<file path="config.mk">
export PLATFORM = sky130hd
export DESIGN_NAME = dfl_fault_latch
export DESIGN_NICKNAME = d
export VERILOG_FILES = /design/src/dfl_pkg.sv /design/src/dfl_fault_latch.sv
export SDC_FILE = /design/constraint.sdc
export NUM_CORES = 1
export LEC_CHECK = 0
export BUFFER_PORTS_ARGS = -buffer_cell sky130_fd_sc_hd__buf_2
export CAP_MARGIN = 20
export CORE_MARGIN = 2
export CORE_UTILIZATION = 50
export DETAILED_ROUTE_END_ITERATION = 10
export GPL_TIMING_DRIVEN = 0
export PLACE_DENSITY = 0.75
export SETUP_SLACK_MARGIN = 0.4
export SLEW_MARGIN = 20
export SYNTH_ARGS = -nofsm -noshare
export SYNTH_HDL_FRONTEND = slang
export SYNTH_SLANG_ARGS = --single-unit
</file>
<file path="constraint.sdc">
create_clock -name hclk -period 3.1 [get_ports hclk]
set_input_delay 0 -clock hclk [delete_from_list [all_inputs] [get_ports hclk]]
set_output_delay 0 -clock hclk [all_outputs]
set_load 0.05 [all_outputs]
</file>
<file path="src/dfl_pkg.sv">
// Package for the drive fault latch block: register map, flag positions,
// reset values and timing counts.
// Assumes a 20 MHz hclk and a 32-bit AHB-Lite register bus.
package dfl_pkg;

  // Register byte offsets
  localparam logic [7:0] DFL_OFF_CTRL     = 8'h00; // Drive control word
  localparam logic [7:0] DFL_OFF_STATUS   = 8'h04; // Drive status word
  localparam logic [7:0] DFL_OFF_ERROR    = 8'h08; // Drive error word
  localparam logic [7:0] DFL_OFF_FLAGS    = 8'h0C; // Latched fault flags
  localparam logic [7:0] DFL_OFF_CMD      = 8'h10; // Fieldbus clear command
  localparam logic [7:0] DFL_OFF_FAULTTXT = 8'h14; // Fault text code
  localparam logic [7:0] DFL_OFF_ENC_THR  = 8'h18; // Encoder low-run threshold

  // Control word fields
  localparam int DFL_CW_ENABLE_BIT = 0;
  localparam int DFL_CW_CLEAR_BIT  = 9;
  // Status word fields
  localparam int DFL_SW_READY_BIT   = 0;
  localparam int DFL_SW_CLEARED_BIT = 4;
  localparam int DFL_SW_MODE_BIT    = 20;
  // Error word fields
  localparam int DFL_EW_PARAM_BIT = 3;
  localparam int DFL_EW_RUN_BIT   = 15;
  localparam int DFL_EW_POWER_BIT = 16;
  localparam int DFL_EW_ENC_BIT   = 1;

  // Latched flag positions
  localparam int DFL_F_PARAM  = 0; // Code 33
  localparam int DFL_F_MODE   = 1; // Code 34
  localparam int DFL_F_RUN    = 2; // Code 35
  localparam int DFL_F_POWER  = 3; // E16, restart only
  localparam int DFL_F_ENC1   = 4; // E01
  localparam int DFL_F_ENC2   = 5; // E02
  localparam int DFL_F_PULSES = 6; // E03
  localparam int DFL_F_AMPL   = 7; // E04
  localparam int DFL_NFLAGS   = 8;
  localparam logic [DFL_NFLAGS-1:0] DFL_NONDEL_MASK = 8'h08;

  // Fault text codes
  localparam logic [7:0] DFL_TXT_NONE = 8'h00;
  localparam logic [7:0] DFL_TXT_E01  = 8'h01;
  localparam logic [7:0] DFL_TXT_E02  = 8'h02;
  localparam logic [7:0] DFL_TXT_E03  = 8'h03;
  localparam logic [7:0] DFL_TXT_E04  = 8'h04;
  localparam logic [7:0] DFL_TXT_E16  = 8'h10;
  localparam logic [7:0] DFL_TXT_E33  = 8'h21;
  localparam logic [7:0] DFL_TXT_E34  = 8'h22;
  localparam logic [7:0] DFL_TXT_E35  = 8'h23;
  localparam logic [7:0] DFL_TXT_E36  = 8'h24;

  // Clear command value on the command register
  localparam logic [31:0] DFL_CMD_CLEAR = 32'h0000_0099;

  // Encoder low-run threshold after reset, in samples
  localparam logic [15:0] DFL_ENC_THR_RST = 16'h0010;

  // Status bit 4 pulse length
  localparam int DFL_CLR_IND_NS  = 1000;
  localparam int DFL_CLK_NS      = 50;
  localparam int DFL_CLR_IND_CYC = DFL_CLR_IND_NS / DFL_CLK_NS;

  typedef struct packed {
    logic [31:0] ctrl;
    logic        clr_prev;
    logic [DFL_NFLAGS-1:0] flags;
    logic [7:0]  text;
    logic [15:0] enc_thr;
    logic [15:0] enc_cnt1;
    logic [15:0] enc_cnt2;
    logic [7:0]  cleared_cnt;
    logic        reinit_msg;
    logic        ph_valid;
    logic        ph_write;
    logic [7:0]  ph_addr;
    logic [31:0] rdata;
  } dfl_state_t;

endpackage

</file>
<file path="src/dfl_fault_latch.sv">
// Fault latch and clear logic of a servo drive, with AHB-Lite registers.
// Assumes fault inputs are asynchronous pins; one clock hclk at 20 MHz.
`timescale 1ns/1ps

module dfl_fault_latch
  import dfl_pkg::*;
#(
  parameter int NPAIRS = 3
)(
  input  wire logic              hclk,
  input  wire logic              hresetn,
  input  wire logic              clk_en,
  input  wire logic              hsel,
  input  wire logic [31:0]       haddr,
  input  wire logic [1:0]        htrans,
  input  wire logic              hwrite,
  input  wire logic [2:0]        hsize,
  input  wire logic [31:0]       hwdata,
  input  wire logic              hready,
  output logic      [31:0]       hrdata,
  output logic                   hreadyout,
  output logic                   hresp,
  input  wire logic [NPAIRS-1:0] enc1_p,
  input  wire logic [NPAIRS-1:0] enc1_n,
  input  wire logic [NPAIRS-1:0] enc2_p,
  input  wire logic [NPAIRS-1:0] enc2_n,
  input  wire logic              param_calc_fault,
  input  wire logic              drive_mode_fault,
  input  wire logic              run_error,
  input  wire logic              power_stage_fault_interrupt,
  input  wire logic              pulse_count_fault,
  input  wire logic              amplitude_fault,
  input  wire logic              abs_if_fitted,
  input  wire logic              reinit_on_clear,
  output logic                   motor_output_on,
  output logic                   drive_ready,
  output logic                   emergency_closed,
  output logic                   enc1_ok,
  output logic                   enc2_ok
);

  // Synchronise all pin inputs (two flops)
  localparam int NSYNC = 4 * NPAIRS + 8;
  logic [NSYNC-1:0] pin_raw;
  logic [NSYNC-1:0] sync1_reg;
  logic [NSYNC-1:0] sync2_reg;
  assign pin_raw = {enc1_p, enc1_n, enc2_p, enc2_n, param_calc_fault, drive_mode_fault, run_error,
                    power_stage_fault_interrupt, pulse_count_fault, amplitude_fault,
                    abs_if_fitted, reinit_on_clear};

  always_ff @(posedge hclk or negedge hresetn)
  begin
    if (!hresetn)
    begin
      sync1_reg <= '0;
      sync2_reg <= '0;
    end
    else if (clk_en)
    begin
      sync1_reg <= pin_raw;
      sync2_reg <= sync1_reg;
    end
  end

  logic [NPAIRS-1:0] s_e1p, s_e1n, s_e2p, s_e2n;
  logic s_param, s_mode, s_run, s_pwr, s_pulse, s_ampl, s_abs, s_reinit;
  assign {s_e1p, s_e1n, s_e2p, s_e2n, s_param, s_mode, s_run, s_pwr, s_pulse, s_ampl,
          s_abs, s_reinit} = sync2_reg;

  // Antivalence check per pair
  logic [NPAIRS-1:0] av1;
  logic [NPAIRS-1:0] av2;
  genvar gi;
  generate
    for (gi = 0; gi < NPAIRS; gi++)
    begin : g_av
      assign av1[gi] = s_e1p[gi] ^ s_e1n[gi];
      assign av2[gi] = s_e2p[gi] ^ s_e2n[gi];
    end
  endgenerate
  assign enc1_ok = &av1;
  assign enc2_ok = &av2;

  dfl_state_t st_reg;
  dfl_state_t st_next;

  // Bus and clear decode
  logic        wr_act;
  logic        enc1_trip, enc2_trip;
  logic        clr_edge, cmd_clear, clear_ok;
  logic [DFL_NFLAGS-1:0] set_vec;
  logic [31:0] status_word, error_word;

  assign enc1_trip = (st_reg.enc_cnt1 >= st_reg.enc_thr);
  assign enc2_trip = (st_reg.enc_cnt2 >= st_reg.enc_thr);
  assign wr_act    = st_reg.ph_valid && st_reg.ph_write;
  assign clr_edge  = st_reg.ctrl[DFL_CW_CLEAR_BIT] && !st_reg.clr_prev;
  assign cmd_clear = wr_act && (st_reg.ph_addr == DFL_OFF_CMD) && (hwdata == DFL_CMD_CLEAR);
  assign clear_ok  = (clr_edge || cmd_clear) && !st_reg.ctrl[DFL_CW_ENABLE_BIT];

  // Fault causes; pulse and amplitude causes go to E01 when absolute interface fitted
  always_comb
  begin
    set_vec = '0;
    set_vec[DFL_F_PARAM]  = s_param;
    set_vec[DFL_F_MODE]   = s_mode;
    set_vec[DFL_F_RUN]    = s_run;
    set_vec[DFL_F_POWER]  = s_pwr;
    set_vec[DFL_F_ENC1]   = enc1_trip || (s_abs && (s_pulse || s_ampl));
    set_vec[DFL_F_ENC2]   = enc2_trip;
    set_vec[DFL_F_PULSES] = s_pulse && !s_abs;
    set_vec[DFL_F_AMPL]   = s_ampl && !s_abs;
  end

  // Words shown on the fieldbus
  always_comb
  begin
    status_word = '0;
    status_word[DFL_SW_READY_BIT]   = drive_ready;
    status_word[DFL_SW_CLEARED_BIT] = (st_reg.cleared_cnt != '0);
    status_word[DFL_SW_MODE_BIT]    = st_reg.flags[DFL_F_MODE];
    error_word = '0;
    error_word[DFL_EW_PARAM_BIT] = st_reg.flags[DFL_F_PARAM];
    error_word[DFL_EW_RUN_BIT]   = st_reg.flags[DFL_F_RUN];
    error_word[DFL_EW_POWER_BIT] = st_reg.flags[DFL_F_POWER];
    error_word[DFL_EW_ENC_BIT]   = |st_reg.flags[DFL_F_AMPL:DFL_F_ENC1];
  end

  // Next-state logic
  always_comb
  begin
    st_next = st_reg;
    st_next.clr_prev = st_reg.ctrl[DFL_CW_CLEAR_BIT];
    // Encoder low-run counters, reset on any high sample
    if (enc1_ok)
      st_next.enc_cnt1 = '0;
    else if (!enc1_trip)
      st_next.enc_cnt1 = st_reg.enc_cnt1 + 16'h0001;
    if (enc2_ok)
      st_next.enc_cnt2 = '0;
    else if (!enc2_trip)
      st_next.enc_cnt2 = st_reg.enc_cnt2 + 16'h0001;
    // Clear deletable flags, then latch new causes; set wins
    if (clear_ok)
    begin
      st_next.flags = st_reg.flags & DFL_NONDEL_MASK;
      st_next.cleared_cnt = 8'(DFL_CLR_IND_CYC);
      st_next.reinit_msg = s_reinit;
    end
    else if (st_reg.cleared_cnt != '0)
      st_next.cleared_cnt = st_reg.cleared_cnt - 8'h01;
    st_next.flags = st_next.flags | set_vec;
    // Fault text, most severe cause first
    if (st_next.flags[DFL_F_POWER])
      st_next.text = DFL_TXT_E16;
    else if (st_next.flags[DFL_F_PARAM])
      st_next.text = DFL_TXT_E33;
    else if (st_next.flags[DFL_F_MODE])
      st_next.text = DFL_TXT_E34;
    else if (st_next.flags[DFL_F_ENC1])
      st_next.text = DFL_TXT_E01;
    else if (st_next.flags[DFL_F_ENC2])
      st_next.text = DFL_TXT_E02;
    else if (st_next.flags[DFL_F_PULSES])
      st_next.text = DFL_TXT_E03;
    else if (st_next.flags[DFL_F_AMPL])
      st_next.text = DFL_TXT_E04;
    else if (st_next.flags[DFL_F_RUN])
      st_next.text = DFL_TXT_E35;
    else if (st_next.reinit_msg)
      st_next.text = DFL_TXT_E36;
    else
      st_next.text = DFL_TXT_NONE;
    // Data-phase writes
    if (wr_act)
    begin
      case (st_reg.ph_addr)
        DFL_OFF_CTRL:    st_next.ctrl = hwdata;
        DFL_OFF_ENC_THR: st_next.enc_thr = hwdata[15:0];
        default:         ;
      endcase
    end
    // Address phase capture and read data
    st_next.ph_valid = hsel && hready && htrans[1];
    st_next.ph_write = hwrite;
    st_next.ph_addr  = haddr[7:0];
    if (hsel && hready && htrans[1] && !hwrite)
    begin
      case (haddr[7:0])
        DFL_OFF_CTRL:     st_next.rdata = st_reg.ctrl;
        DFL_OFF_STATUS:   st_next.rdata = status_word;
        DFL_OFF_ERROR:    st_next.rdata = error_word;
        DFL_OFF_FLAGS:    st_next.rdata = {24'h00_0000, st_reg.flags};
        DFL_OFF_FAULTTXT: st_next.rdata = {24'h00_0000, st_reg.text};
        DFL_OFF_ENC_THR:  st_next.rdata = {16'h0000, st_reg.enc_thr};
        default:          st_next.rdata = 32'h0000_0000;
      endcase
    end
  end

  always_ff @(posedge hclk or negedge hresetn)
  begin
    if (!hresetn)
    begin
      st_reg <= '0;
      st_reg.enc_thr <= DFL_ENC_THR_RST;
    end
    else if (clk_en)
      st_reg <= st_next;
  end

  // Outputs: no motor voltage or readiness while any flag set
  assign drive_ready      = (st_reg.flags == '0);
  assign motor_output_on  = drive_ready && st_reg.ctrl[DFL_CW_ENABLE_BIT];
  assign emergency_closed = st_reg.flags[DFL_F_PARAM] || st_reg.flags[DFL_F_MODE];
  assign hrdata    = st_reg.rdata;
  assign hreadyout = 1'b1;
  assign hresp     = 1'b0;
endmodule // dfl_fault_latch

</file>
==> impl_metrics.toml, run 1 <==
[placed_design]
dp_slack_ns = 0.07193
hpwl_um = 16020
gp_congestion = 0.8993
dpl.cell_count = 1177
io_buffers = 102

[global_route]
grtUsageTotal = 0.2368
grt_pass1_wl_um = 37000
busiest_layer = "met2"
grt_use_met2 = 0.3826
grtUsageMet3 = 0.04439
grt_max_degree = 67
gr-total-overflow = 0
grt_pass1_vias = 7180
antenna_found_initial = 0
grt_use_met1 = 0.3271

[power]
share_comb_of_total_power = 0.233
ir_worst_vdd_mv = 0.5147
powerDensity_nw_per_um2 = 559.2
pwr-share-seq = 0.437
p_leak_nw = 5.390
power.share.switching = 0.3187
p_int_mw = 4.379
clkPwrFrac = 0.331
p_sw_mw = 2.049

[die]
die_height_um = 139.7
die_w_um = 139.7
io_pins = 134
die_area_um2 = 19510
initial_core_util = 0.5106
row_count = 49
core-area_um2 = 18020

[sta]
fin_skew_ns = 0.007934
fin_crit_ns = 2.714
hold_viol = 0
period_share = 0.8755
max_freq_mhz = 368.4
maxSlewHeadroom = 0.1964
finalMaxSlewViolations = 0
setup_viol = 0
rsz0062_at_grt = "true"
layout_setup_ws_ns = 0.3859
final.setup.tns_ns = 0
tightest_slew_ns = 1.196
whs_ns = 0.01159

[yosys]
synthMuxAreaShare = 0.1233
synth_area_per_cell_um2 = 10.92
synthAdderAreaFrac = 0.04895
yosysWarnings = 0
synthArstFlopShare = 1.000
synth_top_cell_area_share = 0.4976
ys.flop_type = "dfrtp_1"
synth_largest_area_cell = "dfrtp_1"
synth_cell_types = 65
synth_compound_area_frac = 0.1278
syn_area_um2 = 9203
syn_inst = 843
synth_area_leaders = "dfrtp_1, mux2_2, ha_1"
yosys.area_share.simple = 0.1309
syn-num-nets = 974
synth_top_family_by_area = "simple AND/OR/NAND/NOR gates"
synth_xor_xnor_area_share = 0.01332
synth-seq-cells = 184
synth-edff-count = 0
seq_area_frac_synth = 0.5005

[layout]
final_cells = 1278
antenna_cells = 0
drive_gt1_frac = 0.2974
mostFrequentLayoutCells = "dfrtp_1, buf_2, mux2_2"
final_common_cell = "dfrtp_1"
nNetsFinal = 1167
largest_reg_flops = 108
area_growth_pct = 24.92

[clocking]
ctsRootBufferMaster = "clkbuf_16"
clk_latency_ns = 0.44
cts.sinks = 184
cts_made_buffers = 17
cts_tree = "yes"
h-tree-depth = 4
clockBufferDepth = 2
clk_pin_slew_worst_paths_ns = 0.07

[worst_hold_path]
hold_depth = 3
hold_start = "hready"
whs_endpoint = "st_reg[41]"
hold_class = "in2reg"

[flow_run]
cap_violations = 0

[detailed_routing]
drtPass1Iterations = 6
post_drt_wl_per_cell_um = 17.81
routed_wl_um = 22760
initialDrtViolationCount = 534
vias_per_cell = 5.782
route.detailed.drc = 0
ant_nets = 0
vias = 7389

[worst_setup_path]
start_kind = "flop"
r2r-start = "st_reg[87]"
crit_fanout = 10
critical_path_cell_count = 4
slowest_stage = "nor3_1"
cp_num_buf_inv = 2
cp_cell_sequence = "xnor2_1 -> nor3_1 -> clkbuf_1 -> buf_2"
cp_top_family = "simple AND/OR/NAND/NOR gates"
cp_data_required_time_ns = 3.10
reg2reg_slack_ns = 0.44
r2r_end = "st_reg[77]"
critPathArrivalTime_ns = 2.71
crit_path_end_kind = "primary output"
critPathKind = "reg2out"
max_stage_delay_ns = 0.97
reg2reg_depth = 9

[status]
status = "finished clean"
-- cell families after synthesis --
family,after synthesis
other,2
adder cells (fa/ha/maj),36
buffers and inverters,97
AO/OA/AOI/OAI,173
multiplexers,101
AND/OR/NAND/NOR,236
XOR/XNOR,14
flip-flops,184
-- power by group through the flow --
stage / Clock, mW / Sequential, mW / Combinational (mW)
global route: 2.27 / 2.84 / 1.66
floorplan: 0 / 2.78 / 0.796
global placement: 0 / 2.83 / 1.10
detailed placement: 0 / 2.84 / 1.14
finish: 2.13 / 2.81 / 1.50
CTS: 2.15 / 2.80 / 1.32
-- worst max-delay path by stage --
stage	from	end
2_1_floorplan	error_word[3]	hrdata[0]
3_3_place_gp	hresetn	hrdata[26]
3_5_place_dp	st_reg[90]	st_reg[62]
4_1_cts	st_reg[90]	st_reg[62]
5_1_grt	sync2_reg[14]	enc1_ok
6_report	sync2_reg[14]	enc1_ok
-- metal layers --
layer / up-vias / wire length [um]
li1: 3437 / -
met1: 3636 / 9866
met2: 275 / 10960
met3: 41 / 1422
met4: 0 / 509
met5: - / 0
-- metrics by stage --
step                      power (mW)  utilization  instance area [um^2]
after detailed placement       3.986       0.5597                 10090
after global routing           6.764       0.6378                 11500
after CTS                      6.277       0.6284                 11330
after global placement         3.935       0.5551                 10010
final                          6.428       0.6378                 11500
after floorplan                3.581            -                  9209
-- cells in the mapped netlist (10+ instances only) --
| master | n |
|---|---|
| nand2_1 | 93 |
| dfrtp_1 | 183 |
| ha_1 | 36 |
| a21o_1 | 10 |
| or4_1 | 14 |
| mux2_2 | 99 |
| xnor2_1 | 12 |
| nor3_1 | 10 |
| clkbuf_1 | 25 |
| buf_4 | 34 |
| nand4_1 | 12 |
| o31ai_1 | 16 |
| o21ai_0 | 41 |
| a21oi_1 | 34 |
| nor4_1 | 11 |
| nor2_1 | 28 |
| inv_1 | 31 |
| nand3_1 | 23 |
-- timing repair --
item | CTS | global route
setup buffers | 2 | 6
pin swaps | 2 | 11
setup endpoints to repair | 27 | 43
gates resized for setup | 9 | 28
hold buffers | 61 | 0
hold endpoints to repair | 263 | 0
-- layout make-up --
class,instances,area (um^2)
multi-input cells,562,4267
fillers,1395,6529
flip-flops and latches,184,4606
clock buffers,19,432.9
plain buffers,66,395.4
repair buffers,174,1255
inverters,31,116.4
clock inverters,13,137.6
well taps,229,286.5
-- worst register-to-register path, cell delays in order, from the launching register on --
cell	delay, ns
dfstp_2	0.56
inv_2	0.06
ha_4	0.21
o21a_1	0.17
o211ai_1	0.32
a2111oi_4	0.16
a21oi_4	0.29
o21ai_2	0.15
or4_1	0.52
a21oi_1	0.15
Note: power is estimated with default switching activity, not from simulation.
==> inputs of run 2 (changes only) <==
Settings changed: CELL_PAD_IN_SITES_DETAIL_PLACEMENT set to 0, CELL_PAD_IN_SITES_GLOBAL_PLACEMENT set to 1, CORE_UTILIZATION 50 to 45, PLACE_DENSITY 0.75 to 0.84.
Clock period 3.1 ns to 2.9 ns, I/O delays scaled along.
==> run 2 against run 1 <==
Global-route usage down 1.7 points. Critical path depth is 6 higher. Sequential power up 7%. Design area is 3.7% higher. Sequential share of layout area is 1.4 points lower. Flip-flop and latch count unchanged. Core utilization down 4.7 points. Via count down 0.60%. Die area increased by 11%.
==> impl_metrics.toml, run 2 (same netlist as run 1, synthesis figures left out) <==
[worst_setup_path]
crit_fanout = 4
critPathArrivalTime_ns = 2.98
r2r-start = "st_reg[87]"
cp_cell_sequence = "inv_2 -> ha_4 -> o21a_1 -> o211ai_1 -> a2111oi_4 -> a21oi_2 -> o2111ai_2 -> buf_4 -> or4_1 -> a21oi_1"
critPathKind = "reg2reg"
reg2reg_depth = 10
reg2reg_slack_ns = 0.28
crit_start = "st_reg[87]"
crit_path_end_kind = "flop"
crit_end = "st_reg[82]"
start_kind = "flop"
slowest_stage = "dfstp_2"
r2r_end = "st_reg[82]"
cp_data_required_time_ns = 3.26
max_stage_delay_ns = 0.54

[sta]
layout_setup_ws_ns = 0.2754
fin_skew_ns = 0.01127
hold_viol = 0
rsz0062_at_grt = "true"
finalMaxSlewViolations = 0
max_freq_mhz = 381.0
period_share = 0.9051
maxSlewHeadroom = 0.2586
tightest_slew_ns = 1.110
final.setup.tns_ns = 0
fin_crit_ns = 2.625
setup_viol = 0

[detailed_routing]
route.detailed.drc = 0
vias_per_cell = 5.469
initialDrtViolationCount = 544
ant_nets = 0
routed_wl_um = 23450
post_drt_wl_per_cell_um = 17.46
vias = 7345
drtPass1Iterations = 5

[clocking]
clk_latency_ns = 0.43
cts_made_buffers = 17
cts.sinks = 184
ctsRootBufferMaster = "clkbuf_16"
h-tree-depth = 4
cts_tree = "yes"
clk_pin_slew_worst_paths_ns = 0.07
clockBufferDepth = 2

[global_route]
grtUsageTotal = 0.2193
grt_pass1_wl_um = 37710
grt_max_degree = 86
gr-total-overflow = 0
antenna_found_initial = 0
grt_pass1_vias = 7229

[status]
status = "finished clean"

[placed_design]
hpwl_um = 16360
dp_slack_ns = -0.2438
gp_congestion = 0.8665
io_buffers = 102

[layout]
antenna_cells = 0
area_growth_pct = 29.57
final_common_cell = "dfrtp_1"
nNetsFinal = 1191
register_area_um2 = 4608
multi_input_area_um2 = 4398
drive_gt1_frac = 0.3346
mostFrequentLayoutCells = "dfrtp_1, buf_2, mux2_2"
largest_reg_flops = 108
fillers = 1676

[die]
die_area_um2 = 21610
core-area_um2 = 20170
die_w_um = 147.0
row_count = 52
io_pins = 134
initial_core_util = 0.4563
die_height_um = 147.0

[flow_run]
cap_violations = 0

[worst_hold_path]
hold_depth = 4
hold_class = "in2reg"

[power]
power_mw = 7.399
p_leak_nw = 5.557
powerDensity_nw_per_um2 = 620.6
ir_worst_vdd_mv = 0.5663
-- run 2: layer usage --
layer / track usage / wire length, um
met3: 0.03509 / 1159
met4: 0.05769 / 335
met5: 0 / 0
met1: 0.3128 / 10620
met2: 0.3521 / 11340
-- run 2: where the power goes --
group | switching [mW] | internal, mW
Combinational | 1.03 | 1.01
Clock | 1.03 | 1.34
Sequential | 0.219 | 2.78
-- run 2: worst max-delay path, delay by kind of cell (launching register included) --
| family | cells | cell delay, ns |
|---|---|---|
| AOI/OAI and AO/OA | 6 | 1.13 |
| adders and majority gates | 1 | 0.21 |
| buffers and inverters | 2 | 0.28 |
| DFF | 1 | 0.54 |
| and+or+nand+nor | 1 | 0.40 |
-- run 2: worst min-delay path by stage --
stage / startpoint / end
after floorplan: hresetn / error_word[15]
after global placement: power_stage_fault_interrupt / sync1_reg[4]
after detailed placement: hresetn / sync1_reg[10]
after CTS: hresetn / sync1_reg[10]
after global routing: clk_en / st_reg[60]
final: clk_en / st_reg[60]
-- run 2: layout make-up --
type	count	share of cell area
multi-input combinational	562	0.3688
buffer	66	0.03389
tap	270	0.02833
clock inverter	11	0.01144
clock buffer	21	0.03862
sequential	184	0.3865
timing repair buffer	198	0.1227
inverter	31	0.009759
-- run 2: per-stage QoR --
step	cell area (um^2)	hold WS [ns]	util	instances
after global placement	10080	0.2318	0.4996	1215
final	11920	0.03156	0.5912	1343
after floorplan	9229	-0.2956	-	843
after global routing	11920	0.04032	0.5912	1343
after CTS	11590	0.05338	0.5748	1326
after detailed placement	10160	-0.07929	0.5037	1218
-- run 2: timing repair --
item | in CTS | in global routing
pin swaps | 18 | 19
hold buffers | 64 | 0
buffers inserted | 12 | 17
gates resized for setup | 21 | 46
hold endpoints to repair | 178 | 0
endpoints found under the setup margin | 49 | 40
